==> config.mk <==
export PLATFORM = sky130hd
export DESIGN_NAME = ssr_status_result_regs
export DESIGN_NICKNAME = d
export VERILOG_FILES = /design/src/ssr_status_result_regs.v
export VERILOG_INCLUDE_DIRS = /design/src /design/src/shared
export SDC_FILE = /design/constraint.sdc
export NUM_CORES = 1
export LEC_CHECK = 0
export ABC_AREA = 1
export BUFFER_PORTS_ARGS = -buffer_cell sky130_fd_sc_hd__buf_4
export CAP_MARGIN = 10
export CELL_PAD_IN_SITES_DETAIL_PLACEMENT = 0
export CELL_PAD_IN_SITES_GLOBAL_PLACEMENT = 2
export CORE_ASPECT_RATIO = 0.5
export CORE_MARGIN = 4
export CORE_UTILIZATION = 27
export CTS_BUF_LIST = sky130_fd_sc_hd__clkbuf_2 sky130_fd_sc_hd__clkbuf_4 sky130_fd_sc_hd__clkbuf_8
export CTS_CLUSTER_DIAMETER = 30
export CTS_CLUSTER_SIZE = 20
export DETAILED_ROUTE_END_ITERATION = 6
export MAX_ROUTING_LAYER = met4
export PLACE_DENSITY = 0.91
export SYNTH_ARGS = -nofsm -noshare
export SYNTH_HDL_FRONTEND = slang
export SYNTH_SLANG_ARGS = --single-unit
==> constraint.sdc <==
create_clock -name sys_clk -period 1.4 [get_ports sys_clk]
set_input_delay 0.21 -clock sys_clk [delete_from_list [all_inputs] [get_ports sys_clk]]
set_output_delay 0.21 -clock sys_clk [all_outputs]
set_load 0.02 [all_outputs]
==> src/shared/ssr_consts.vh <==
/*
 * offsets, field positions and reset values of the status and result register bank.
 * assumes byte-wide register addressing by an upstream serial bus slave.
 */
`ifndef SSR_CONSTS_VH
`define SSR_CONSTS_VH

// ********************************
// register offsets
// ********************************
`define SSR_PART_NUMBER_OFS    8'h92
`define SSR_EVENT_FLAGS_OFS    8'h93
`define SSR_CLEAR_LOW_OFS      8'h94
`define SSR_CLEAR_HIGH_OFS     8'h95
`define SSR_RED_LOW_OFS        8'h96
`define SSR_RED_HIGH_OFS       8'h97
`define SSR_GREEN_LOW_OFS      8'h98
`define SSR_GREEN_HIGH_OFS     8'h99
`define SSR_BLUE_LOW_OFS       8'h9a
`define SSR_BLUE_HIGH_OFS      8'h9b
`define SSR_PROX_UPPER_OFS     8'h9c
`define SSR_MISC_CONFIG_OFS    8'hab

// ********************************
// field positions
// ********************************
`define SSR_BIT_ALS_SAT        7
`define SSR_BIT_PROX_SAT       6
`define SSR_BIT_PROX_INT       5
`define SSR_BIT_ALS_INT        4
`define SSR_BIT_CAL_INT        3
`define SSR_BIT_UNUSED         2
`define SSR_BIT_SAT_REFL       1
`define SSR_BIT_SAT_AMB        0
`define SSR_BIT_READ_CLEAR     7

// ********************************
// reset values
// ********************************
`define SSR_FLAGS_RST          8'h00
`define SSR_RESULT_RST         16'h0000
`define SSR_PROX_RST           8'h00
`define SSR_MISC_CONFIG_RST    8'h00

`endif

==> src/ssr_status_result_regs.v <==
/*
 * status flag and measurement result register bank of a colour/light/proximity sensor.
 * assumes a serial bus slave delivers one-cycle byte read and write strobes with an
 * 8-bit register address, and that measurement engines give one-cycle event pulses.
 */
// Functional notes
// - als saturation sets bit 7, sticky
// - proximity saturation sets bit 6, sticky
// - bit 5 shows proximity threshold interrupt
// - bit 4 shows als threshold interrupt
// - bit 3 calibration done, write-one clears
// - bit 1 reflective cause, cleared with bit 6
// - bit 0 ambient cause, cleared with bit 6
// - write one clears flag, zero keeps
// - status read clears only when enabled
// - clear-on-read bit 7 at 0xab, reset 0
// - clear result at 0x94/0x95, reset zero
// - calibration mode puts calibration result in clear
// - red result at 0x96/0x97, reset zero
// - green result at 0x98/0x99, reset zero
// - blue result at 0x9a/0x9b, reset zero
// - proximity register holds converter bits 9:2
// - als interrupt from clear channel only
`timescale 1ns/100ps
`include "ssr_consts.vh"

module ssr_status_result_regs #(
  parameter [5:0] PART_ID = 6'h15   // arbitrary value
) (
  input  wire        sys_clk,
  input  wire        sys_rst,
  input  wire [7:0]  reg_addr,
  input  wire        reg_wr,
  input  wire [7:0]  reg_wdata,
  input  wire        reg_rd,
  input  wire        als_sat_evt,
  input  wire        prox_sat_refl_evt,
  input  wire        prox_sat_amb_evt,
  input  wire        prox_int_evt,
  input  wire        clear_int_evt,
  input  wire        cal_done_evt,
  input  wire        als_done,
  input  wire [15:0] clear_meas,
  input  wire [15:0] red_meas,
  input  wire [15:0] green_meas,
  input  wire [15:0] blue_meas,
  input  wire        cal_mode,
  input  wire        cal_done,
  input  wire [15:0] cal_result,
  input  wire        prox_done,
  input  wire [9:0]  prox_meas,
  output reg  [7:0]  reg_rdata_q,
  output reg  [7:0]  flags_q,
  output reg         read_clear_q
);

  // ********************************
  // clear terms
  // ********************************
  wire       flags_wr  = reg_wr && (reg_addr == `SSR_EVENT_FLAGS_OFS);
  wire       flags_rd  = reg_rd && (reg_addr == `SSR_EVENT_FLAGS_OFS);
  wire       rd_clear  = flags_rd && read_clear_q;
  wire [7:0] wr_clear  = flags_wr ? reg_wdata : 8'h00;
  wire       sat_clr   = wr_clear[`SSR_BIT_PROX_SAT];
  reg  [7:0] set_v;
  reg  [7:0] clr_v;
  reg  [7:0] flags_d;

  reg  [15:0] clear_q;
  reg  [15:0] red_q;
  reg  [15:0] green_q;
  reg  [15:0] blue_q;
  reg  [7:0]  prox_q;
  reg  [7:0]  rdata_d;

  // ********************************
  // event flags
  // ********************************
  always @* begin
    set_v = 8'h00;
    set_v[`SSR_BIT_ALS_SAT]  = als_sat_evt;
    set_v[`SSR_BIT_PROX_SAT] = prox_sat_refl_evt | prox_sat_amb_evt;
    set_v[`SSR_BIT_PROX_INT] = prox_int_evt;
    set_v[`SSR_BIT_ALS_INT]  = clear_int_evt;
    set_v[`SSR_BIT_CAL_INT]  = cal_done_evt;
    set_v[`SSR_BIT_SAT_REFL] = prox_sat_refl_evt;
    set_v[`SSR_BIT_SAT_AMB]  = prox_sat_amb_evt;
    clr_v = wr_clear | {8{rd_clear}};
    clr_v[`SSR_BIT_SAT_REFL] = clr_v[`SSR_BIT_SAT_REFL] | sat_clr;
    clr_v[`SSR_BIT_SAT_AMB]  = clr_v[`SSR_BIT_SAT_AMB] | sat_clr;
    // set beats clear so an event in the clearing cycle survives
    flags_d = (flags_q & ~clr_v) | set_v;
    flags_d[`SSR_BIT_UNUSED] = 1'b0;
  end

  always @(posedge sys_clk) begin
    if (sys_rst) begin
      flags_q      <= `SSR_FLAGS_RST;
      read_clear_q <= 1'b0;
    end else begin
      flags_q <= flags_d;
      if (reg_wr && (reg_addr == `SSR_MISC_CONFIG_OFS)) begin
        read_clear_q <= reg_wdata[`SSR_BIT_READ_CLEAR];
      end
    end
  end

  // ********************************
  // results
  // ********************************
  // results latch on engine completion so a byte pair read stays coherent
  always @(posedge sys_clk) begin
    if (sys_rst) begin
      clear_q <= `SSR_RESULT_RST;
      red_q   <= `SSR_RESULT_RST;
      green_q <= `SSR_RESULT_RST;
      blue_q  <= `SSR_RESULT_RST;
      prox_q  <= `SSR_PROX_RST;
    end else begin
      if (cal_mode) begin
        if (cal_done) begin
          clear_q <= cal_result;
        end
      end else if (als_done) begin
        clear_q <= clear_meas;
      end
      if (als_done) begin
        red_q   <= red_meas;
        green_q <= green_meas;
        blue_q  <= blue_meas;
      end
      if (prox_done) begin
        prox_q <= prox_meas[9:2];
      end
    end
  end

  // ********************************
  // read port
  // ********************************
  always @* begin
    case (reg_addr)
      `SSR_PART_NUMBER_OFS: rdata_d = {PART_ID, 2'b00};
      `SSR_EVENT_FLAGS_OFS: rdata_d = flags_q;
      `SSR_CLEAR_LOW_OFS:   rdata_d = clear_q[7:0];
      `SSR_CLEAR_HIGH_OFS:  rdata_d = clear_q[15:8];
      `SSR_RED_LOW_OFS:     rdata_d = red_q[7:0];
      `SSR_RED_HIGH_OFS:    rdata_d = red_q[15:8];
      `SSR_GREEN_LOW_OFS:   rdata_d = green_q[7:0];
      `SSR_GREEN_HIGH_OFS:  rdata_d = green_q[15:8];
      `SSR_BLUE_LOW_OFS:    rdata_d = blue_q[7:0];
      `SSR_BLUE_HIGH_OFS:   rdata_d = blue_q[15:8];
      `SSR_PROX_UPPER_OFS:  rdata_d = prox_q;
      `SSR_MISC_CONFIG_OFS: rdata_d = {read_clear_q, 7'h00};
      default:              rdata_d = 8'h00;
    endcase
  end

  always @(posedge sys_clk) begin
    if (sys_rst) begin
      reg_rdata_q <= 8'h00;
    end else if (reg_rd) begin
      reg_rdata_q <= rdata_d;
    end
  end

endmodule // ssr_status_result_regs

==> results of run 1 <==
[cell usage after synthesis]
| cell type | n | share of area |
|---|---|---|
| sky130_fd_sc_hd__buf_1 | 3 | 0.0027 |
| sky130_fd_sc_hd__nand2_1 | 176 | 0.16 |
| sky130_fd_sc_hd__nor2_1 | 69 | 0.062 |
| sky130_fd_sc_hd__a31oi_1 | 5 | 0.0074 |
| sky130_fd_sc_hd__buf_2 | 10 | 0.012 |
| sky130_fd_sc_hd__nand2_2 | 4 | 0.0060 |
| sky130_fd_sc_hd__nand4_1 | 3 | 0.0045 |
| sky130_fd_sc_hd__o21ai_1 | 1 | 0.0012 |
| sky130_fd_sc_hd__clkbuf_1 | 19 | 0.017 |
| sky130_fd_sc_hd__buf_6 | 5 | 0.013 |
| sky130_fd_sc_hd__inv_1 | 37 | 0.033 |
| sky130_fd_sc_hd__nor2_4 | 4 | 0.011 |
| sky130_fd_sc_hd__a211oi_1 | 22 | 0.039 |
| sky130_fd_sc_hd__nand4_2 | 1 | 0.0030 |
| sky130_fd_sc_hd__nand3_1 | 83 | 0.099 |
| sky130_fd_sc_hd__conb_1 | 1 | 0.00089 |
| sky130_fd_sc_hd__dfxtp_1 | 88 | 0.42 |
| sky130_fd_sc_hd__nor2_2 | 8 | 0.012 |
| sky130_fd_sc_hd__a21oi_1 | 77 | 0.092 |
| sky130_fd_sc_hd__buf_4 | 2 | 0.0036 |
| sky130_fd_sc_hd__inv_2 | 6 | 0.0054 |
[power breakdown]
part           internal [mW]  switching (mW)
Combinational          0.407           0.400
Sequential              2.65          0.0882
Clock                  0.829           0.874
[area by class of cell]
| type | count | area share |
|---|---|---|
| clock inverter | 2 | 0.002182 |
| inverter | 43 | 0.02814 |
| timing repair buffer | 157 | 0.2251 |
| sequential | 88 | 0.3072 |
| tap | 198 | 0.04319 |
| clock buffer | 14 | 0.03141 |
| multi-input combinational | 454 | 0.3628 |
[state kept, by name, indices dropped and copies added (netlist names)]
signal	flops
blue_q	16
red_q	16
read_clear_q	1
prox_q	8
flags_q	7
reg_rdata_q	8
green_q	16
clear_q	16
[cell families (layout without fill, tap and decap cells)]
logic type             count (synthesis)  in the layout
AOI/OAI and AO/OA                    105            105
other                                  1              1
and+or+nand+nor                      348            348
DFF                                   88             88
buffers and inverters                 82            216
[worst max path at each step]
stage / slack (ns) / cells after the start / end / from
2_1_floorplan: 0.21 / 8 / flags_q[3] / reg_addr[6]
3_3_place_gp: -0.03 / 11 / reg_rdata_q[7] / reg_addr[2]
3_5_place_dp: -0.05 / 10 / reg_rdata_q[0] / reg_addr[3]
4_1_cts: 0.19 / 1 / read_clear_q / read_clear_q
5_1_grt: 0.1 / 10 / reg_rdata_q[1] / reg_addr[3]
6_report: 0.22 / 1 / read_clear_q / read_clear_q
[stage by stage]
step / hold WS [ns] / setup TNS (ns) / power, mW / std cells / area [um^2]
final: 0.04839 / 0 / 5.246 / 956 / 5736
after global routing: 0.04314 / 0 / 5.525 / 956 / 5736
after floorplan: 0.3277 / 0 / 3.162 / 624 / 4204
after detailed placement: 0.4221 / -0.2069 / 3.612 / 940 / 5543
after global placement: 0.4198 / -0.1048 / 3.604 / 940 / 5543
after CTS: 0.03335 / 0 / 5.313 / 956 / 5736
[metal layers]
metal	global-route usage	wire [um]	part of all wire
met5	-	0	0
met4	0.03383	128	0.0096
met3	0.03133	724	0.054
met2	0.2293	5686	0.43
met1	0.2187	6815	0.51
[layout by cell type (no fill, tap or decap), types with 4 or more instances in the layout]
cell	Yosys	routed
sky130_fd_sc_hd__nor2_2	8	8
sky130_fd_sc_hd__a31oi_1	5	5
sky130_fd_sc_hd__a21oi_1	77	77
sky130_fd_sc_hd__inv_1	37	37
sky130_fd_sc_hd__buf_4	2	148
sky130_fd_sc_hd__nor2_4	4	4
sky130_fd_sc_hd__buf_12	0	9
sky130_fd_sc_hd__nand2_2	4	4
sky130_fd_sc_hd__clkbuf_8	0	12
sky130_fd_sc_hd__inv_2	6	6
sky130_fd_sc_hd__dfxtp_1	88	88
sky130_fd_sc_hd__nand3_1	83	83
sky130_fd_sc_hd__nand2_1	176	176
sky130_fd_sc_hd__a211oi_1	22	22
sky130_fd_sc_hd__nor2_1	69	69
==> metrics.log, run 1 <==
INFO  metric status = complete, no violations
INFO  metric cp_top_family = flip-flops
INFO  metric fillers = 1630
INFO  metric finish.utilization = 0.3861
INFO  metric post_detail_place_hpwl = 10.34 mm
INFO  metric grt_use_total = 0.1550
INFO  metric routed-via-count = 4329
INFO  metric ys_warn_count = 0
INFO  metric setup.reg_to_reg.worst_slack = 0.29 ns
INFO  metric whs_path_depth = 3
INFO  metric timing.final.ws_setup = 0.2196 ns
INFO  metric drv_slew = 0
INFO  metric synth_sequential_area_ratio = 0.4190
INFO  metric grt_start_max_net_pins = 52
INFO  metric global_route.overflow_total = 0
INFO  metric synth_adder_area_share = 0
INFO  metric terminus_of_the_critical_flop_to_flop_path = flags_q[7]
INFO  metric grt_antenna_before_repair = 0
INFO  metric core = 14860 um^2
INFO  metric detail_route.drc_violations = 0
INFO  metric hold_path_startpoint = cal_done_evt
INFO  metric final_nets = 873
INFO  metric r2r_cells = 3
INFO  metric synth_top_family_by_area = simple AND/OR/NAND/NOR gates
INFO  metric drv.max_cap_violation_count = 0
INFO  metric upper_clock_frequency_limit = 0.8472 GHz
INFO  metric crit_buf_inv = 1
INFO  metric io_pins = 137
INFO  metric cts_made_buffers = 9
INFO  metric finClkSkew = 0.01189 ns
INFO  metric synth.lib_cells_used.distinct = 21
INFO  metric syn_inst_count = 624
INFO  metric synthSimpleGateAreaFrac = 0.3536
INFO  metric grt_pass1_wl = 21.08 mm
INFO  metric cts-root-buf = sky130_fd_sc_hd__clkbuf_8
INFO  metric synth-seq-cells = 88
INFO  metric critPathCaptureType = primary output
INFO  metric crit_path_max_incr_delay = 0.43 ns
INFO  metric static-leakage-power = 2.651 nW
INFO  metric number_of_global_route_vias_before_repair = 4161
INFO  metric height_of_the_die = 96.24 um
INFO  metric critPathArrivalTime = 0.97 ns
INFO  metric finalSetupViolations = 0
INFO  metric register_cell_area_after_layout = 1762 um^2
INFO  metric drt.antenna.violating_nets = 0
INFO  metric synth-xor-area-share = 0
INFO  metric clock-sinks = 88
INFO  metric worst_path_max_delay_cell = sky130_fd_sc_hd__dfxtp_1
INFO  metric insertion_delay = 0.36 ns
INFO  metric wl_per_cell = 13.97 um
INFO  metric rsz0062_at_grt = no
INFO  metric tritoncts = yes
INFO  metric firstDrtPassIters = 5
INFO  metric design.die.area = 17750 um^2
INFO  metric dieWidth = 184.5 um
INFO  metric finalCritPeriodShare = 0.8431
INFO  metric power-per-cell-area = 914.6 nW/um^2
INFO  metric max_root_sink_buffers = 2
INFO  metric clk_pin_slew = 0.09 ns
INFO  metric preCtsSetupSlack = -0.04987 ns
INFO  metric synth_fp_nets = 744
INFO  metric areaGrowthSynthToFinish = 36.43%
INFO  metric cts.htree.levels = 3
INFO  metric cp_cell_sequence = buf_4
INFO  metric syn_area = 4204 um^2
INFO  metric timing.critical_path.fanout_max = 4
INFO  metric area_used_by_multi_input_combinational_logic = 2081 um^2
INFO  metric row_count = 31
INFO  metric globalplace.congestion = 0.8518
INFO  metric worst_hold_endpoint = flags_q[3]
INFO  metric timing.final.crit_period = 1.180 ns
INFO  metric timing.final.hold_violations = 0
INFO  metric portBuffers = 132
INFO  metric post_route_cells_drive_above_1_share = 0.2599
INFO  metric ir_worst_vdd = 0.0004068 V
INFO  metric worst_r2r_startpoint = read_clear_q
INFO  metric start_kind = flip-flop
INFO  metric worst-endpoint-required = 1.19 ns
INFO  metric cts_setup_buffers = 0
INFO  metric drt-total-wl = 13.35 mm
INFO  metric diodes = 0
INFO  metric cts.repair.resized = 0
INFO  metric timing.setup.critical_path_class = flip-flop to primary output
INFO  metric drtIter0Drc = 221
INFO  metric fraction_of_the_mapped_netlist_area_in_compound_gates = 0.1396
INFO  metric post_synth_mux_area_share = 0
INFO  metric ctsHoldBuffers = 0
INFO  metric routed_via_density = 4.528
INFO  metric initial_core_util = 0.2830
INFO  metric post_synth.cell_area_avg = 6.737 um^2
INFO  metric hp-class = input pin to flip-flop
(Power assumes the default switching activity.)
==> run 2, diff against run 1 <==
--- a/config.mk
+++ b/config.mk
@@ -6,20 +6,20 @@
 export SDC_FILE = /design/constraint.sdc
 export NUM_CORES = 1
 export LEC_CHECK = 0
-export ABC_AREA = 1
+export ABC_AREA = 0
 export BUFFER_PORTS_ARGS = -buffer_cell sky130_fd_sc_hd__buf_4
 export CAP_MARGIN = 10
 export CELL_PAD_IN_SITES_DETAIL_PLACEMENT = 0
 export CELL_PAD_IN_SITES_GLOBAL_PLACEMENT = 2
 export CORE_ASPECT_RATIO = 0.5
 export CORE_MARGIN = 4
-export CORE_UTILIZATION = 27
+export CORE_UTILIZATION = 28
 export CTS_BUF_LIST = sky130_fd_sc_hd__clkbuf_2 sky130_fd_sc_hd__clkbuf_4 sky130_fd_sc_hd__clkbuf_8
 export CTS_CLUSTER_DIAMETER = 30
 export CTS_CLUSTER_SIZE = 20
 export DETAILED_ROUTE_END_ITERATION = 6
 export MAX_ROUTING_LAYER = met4
-export PLACE_DENSITY = 0.91
+export PLACE_DENSITY = 0.89
 export SYNTH_ARGS = -nofsm -noshare
 export SYNTH_HDL_FRONTEND = slang
 export SYNTH_SLANG_ARGS = --single-unit
==> constraint.sdc (replaced) <==
create_clock -name sys_clk -period 1 [get_ports sys_clk]
set_input_delay 0.15 -clock sys_clk [delete_from_list [all_inputs] [get_ports sys_clk]]
set_output_delay 0.15 -clock sys_clk [all_outputs]
set_load 0.02 [all_outputs]
==> metrics.log, run 2 <==
INFO  metric mostFrequentLayoutCell = sky130_fd_sc_hd__buf_4
INFO  metric clock-sinks = 88 (unchanged)
INFO  metric fillers = 1365 (-16%)
INFO  metric timing.final.hold_violations = 0 (unchanged)
INFO  metric grt_antenna_before_repair = 0 (unchanged)
INFO  metric power-per-cell-area = 1157 nW/um^2 (+26%)
INFO  metric height_of_the_die = 94.97 um (-1.3%)
INFO  metric cp_top_family = compound AO/OA/AOI/OAI gates
INFO  metric initial_core_util = 0.2896 (+0.006643)
INFO  metric drt.antenna.violating_nets = 0 (unchanged)
INFO  metric worst_r2r_startpoint = prox_q[3]
INFO  metric globalplace.congestion = 0.9198 (+8.0%)
INFO  metric post_synth.cell_area_avg = 9.227 um^2 (+37%)
INFO  metric ys_warn_count = 0 (unchanged)
INFO  metric asyncSetResetFlopFracSynth = 0 (unchanged)
INFO  metric final_nets = 784 (-10%)
INFO  metric areaGrowthSynthToFinish = 61.48%
INFO  metric rsz0062_at_grt = yes
INFO  metric finClkSkew = 0.007684 ns (-0.004210 ns)
INFO  metric violations = negative setup slack
INFO  metric max_root_sink_buffers = 2 (unchanged)
INFO  metric syn_area = 4235 um^2 (+0.74%)
INFO  metric timing.final.crit_period = 1.268 ns
INFO  metric worst-endpoint-required = 1.27 ns (+0.08 ns)
INFO  metric synth_sequential_area_ratio = 0.4160 (-0.003095)
INFO  metric drv_slew = 0 (unchanged)
INFO  metric post_route_cells_drive_above_1_share = 0.5277 (+0.2678)
INFO  metric synth_ff_type = sky130_fd_sc_hd__dfxtp_1
INFO  metric hp-class = input pin to flip-flop
INFO  metric cp_cell_sequence = mux2_2 > a22oi_2 > o22ai_1 > a211oi_1 > nor3_1
INFO  metric start_kind = flip-flop
INFO  metric number_of_global_route_vias_before_repair = 4220 (+1.4%)
INFO  metric diodes = 0 (unchanged)
INFO  metric finish.cell_count_without_fillers = 867 (-9.3%)
INFO  metric fin_hold_ws = 0.01045 ns (-0.03794 ns)
INFO  metric synth_enable_flop_cells = 0 (unchanged)
INFO  metric drtIter0Drc = 256 (+16%)
INFO  metric critPathArrivalTime = 1.53 ns (+0.56 ns)
INFO  metric synth_fp_nets = 579 (-22%)
INFO  metric synth.most_common_cell = sky130_fd_sc_hd__nor2_1
INFO  metric routed-via-count = 4158 (-4.0%)
INFO  metric insertion_delay = 0.37 ns (about the same)
INFO  metric firstDrtPassIters = 5 (unchanged)
INFO  metric cts.htree.levels = 3 (unchanged)
INFO  metric synth.lib_cells_used.distinct = 51 (+140%)
INFO  metric netlist.area_leader.share = 0.4160 (-0.003095)
INFO  metric grt_use_total = 0.1840 (+0.02905)
INFO  metric worst_path_max_delay_cell = sky130_fd_sc_hd__dfxtp_2
INFO  metric portBuffers = 132 (unchanged)
INFO  metric timing.final.ws_setup = -0.2676 ns (-0.4872 ns)
INFO  metric detail_route.drc_violations = 0 (unchanged)
INFO  metric dpl.cell_count = 829 (-12%)
INFO  metric finalSetupViolations = 25 (+25)
INFO  metric cts-root-buf = sky130_fd_sc_hd__clkbuf_8
INFO  metric design.die.area = 17280 um^2 (-2.7%)
INFO  metric yosys.area.top_type = sky130_fd_sc_hd__dfxtp_1
INFO  metric cts_made_buffers = 9 (unchanged)
INFO  metric grt_pass1_wl = 23.60 mm (+12%)
INFO  metric tritoncts = yes
INFO  metric synth-seq-cells = 88 (unchanged)
INFO  metric crit_buf_inv = 0 (-1)
INFO  metric crit_path_max_incr_delay = 0.36 ns (-0.07 ns)
INFO  metric timing.critical_path.fanout_max = 2 (-2)
INFO  metric global_route.overflow_total = 0 (unchanged)
INFO  metric routed_via_density = 4.796 (+5.9%)
INFO  metric drt-total-wl = 15.45 mm (+16%)
INFO  metric critPathCaptureType = flip-flop
INFO  metric startpoint = prox_q[3]
INFO  metric syn_inst_count = 459 (-26%)
INFO  metric static-leakage-power = 2.955 nW (+11%)
INFO  metric status = complete, but fails checks
INFO  metric ys_top_cells_by_count = 96 x sky130_fd_sc_hd__nor2_1, 88 x sky130_fd_sc_hd__dfxtp_1, 80 x sky130_fd_sc_hd__mux2i_1
INFO  metric wl_per_cell = 17.82 um (+28%)
INFO  metric upper_clock_frequency_limit = 0.7889 GHz
INFO  metric core = 14620 um^2 (-1.6%)
INFO  metric io_pins = 137 (unchanged)
INFO  metric synth_area_leaders = sky130_fd_sc_hd__dfxtp_1 42%, sky130_fd_sc_hd__mux2i_1 19%, sky130_fd_sc_hd__nor2_1 8.5%, sky130_fd_sc_hd__a211oi_1 4.3%, sky130_fd_sc_hd__a22oi_1 2.7%
INFO  metric post_detail_place_hpwl = 11.80 mm (+14%)
INFO  metric row_count = 31 (unchanged)
INFO  metric finalCritPeriodShare = 1.268
INFO  metric clk_pin_slew = 0.09 ns (about the same)
INFO  metric timing.setup.critical_path_class = flip-flop to flip-flop
INFO  metric ir_worst_vdd = 0.0004680 V (+15%)
INFO  metric hold_path_startpoint = prox_meas[4]
INFO  metric finish.utilization = 0.4677 (+0.08161)
INFO  metric drv.max_cap_violation_count = 0 (unchanged)
INFO  metric grt_start_max_net_pins = 50 (-3.8%)
INFO  metric mostFrequentLayoutCells = 190 x sky130_fd_sc_hd__buf_4, 85 x sky130_fd_sc_hd__nor2_1, 75 x sky130_fd_sc_hd__mux2i_1
INFO  metric dieWidth = 181.9 um (-1.4%)
-- run 2: cell count changes after synthesis, moves of 9 or more --
cell / before / now
sky130_fd_sc_hd__a21oi_1: 77 / 3
sky130_fd_sc_hd__a22oi_1: 0 / 15
sky130_fd_sc_hd__inv_1: 37 / 6
sky130_fd_sc_hd__mux2i_1: 0 / 80
sky130_fd_sc_hd__nand2_1: 176 / 8
sky130_fd_sc_hd__nand3_1: 83 / 20
sky130_fd_sc_hd__nor2_1: 69 / 96
sky130_fd_sc_hd__o21ai_0: 0 / 9
-- run 2: cells by family after synthesis --
logic type      synth area share
simple gates              0.1781
flops                     0.4160
other cells            0.0008854
buf+inv                  0.05849
mux                       0.2077
compound gates            0.1389
-- run 2: final timing paths --
kind / end / slack, ns / cells past startpoint
worst min-delay path: prox_q[2] / 0.01 / 3
worst min register to register: blue_q[10] / 0.50 / 2
worst max-delay path: reg_rdata_q[3] / -0.27 / 5
worst max register to register: reg_rdata_q[3] / -0.27 / 5
-- run 2: layout make-up --
class	instances	area [um^2]	area share
multi-input combinational	326	2634	0.3851
timing repair buffer	232	1964	0.2872
clock buffer	9	123.9	0.01811
clock inverter	7	47.55	0.006952
inverter	7	26.28	0.003842
sequential	88	1795	0.2625
tap	198	247.7	0.03622
-- run 2: where the power goes --
part	leakage, nW	internal (mW)	total [mW]	switching, mW
Clock	0.0854	0.902	2.24	1.34
Sequential	0.736	3.73	3.90	0.171
Combinational	2.13	0.976	1.77	0.795
Total	2.95	5.60	7.91	2.31
-- run 2: what timing repair did --
action	in CTS	in global routing
pin swaps	25	22
cloned	1	0
buffers inserted	12	6
endpoints found under the setup margin	31	31
endpoints found under the hold margin	7	0
resized for setup	76	23
hold buffers	7	0
-- run 2: layer usage --
metal | routed length [um] | part of all wire | vias to the layer above | GRT usage
met4 | 194 | 0.013 | 0 | 0.04619
met2 | 6616 | 0.43 | 98 | 0.2645
li1 | - | - | 2059 | -
met3 | 874 | 0.057 | 18 | 0.03540
met5 | 0 | 0 | - | -
met1 | 7762 | 0.50 | 1983 | 0.2647
-- run 2: worst register-to-register path: stages (launching register included) --
cell and delay [ns]:
sky130_fd_sc_hd__dfxtp_2 0.36, sky130_fd_sc_hd__mux2_2 0.28, sky130_fd_sc_hd__a22oi_2 0.19, sky130_fd_sc_hd__o22ai_1 0.12, sky130_fd_sc_hd__a211oi_1 0.17, sky130_fd_sc_hd__nor3_1 0.06
-- run 2: stage by stage --
step                setup slack [ns]  total power [mW]  cell area, um^2  TNS [ns]
floorplan                    -0.2751             4.739             4508    -3.515
global placement             -0.5416             5.536             6116    -9.367
detailed placement           -0.5867             5.551             6116    -9.800
CTS                          -0.3061             7.929             6713    -2.794
global route                 -0.3332             8.283             6839    -4.681
finish                       -0.2676             7.912             6839    -3.539
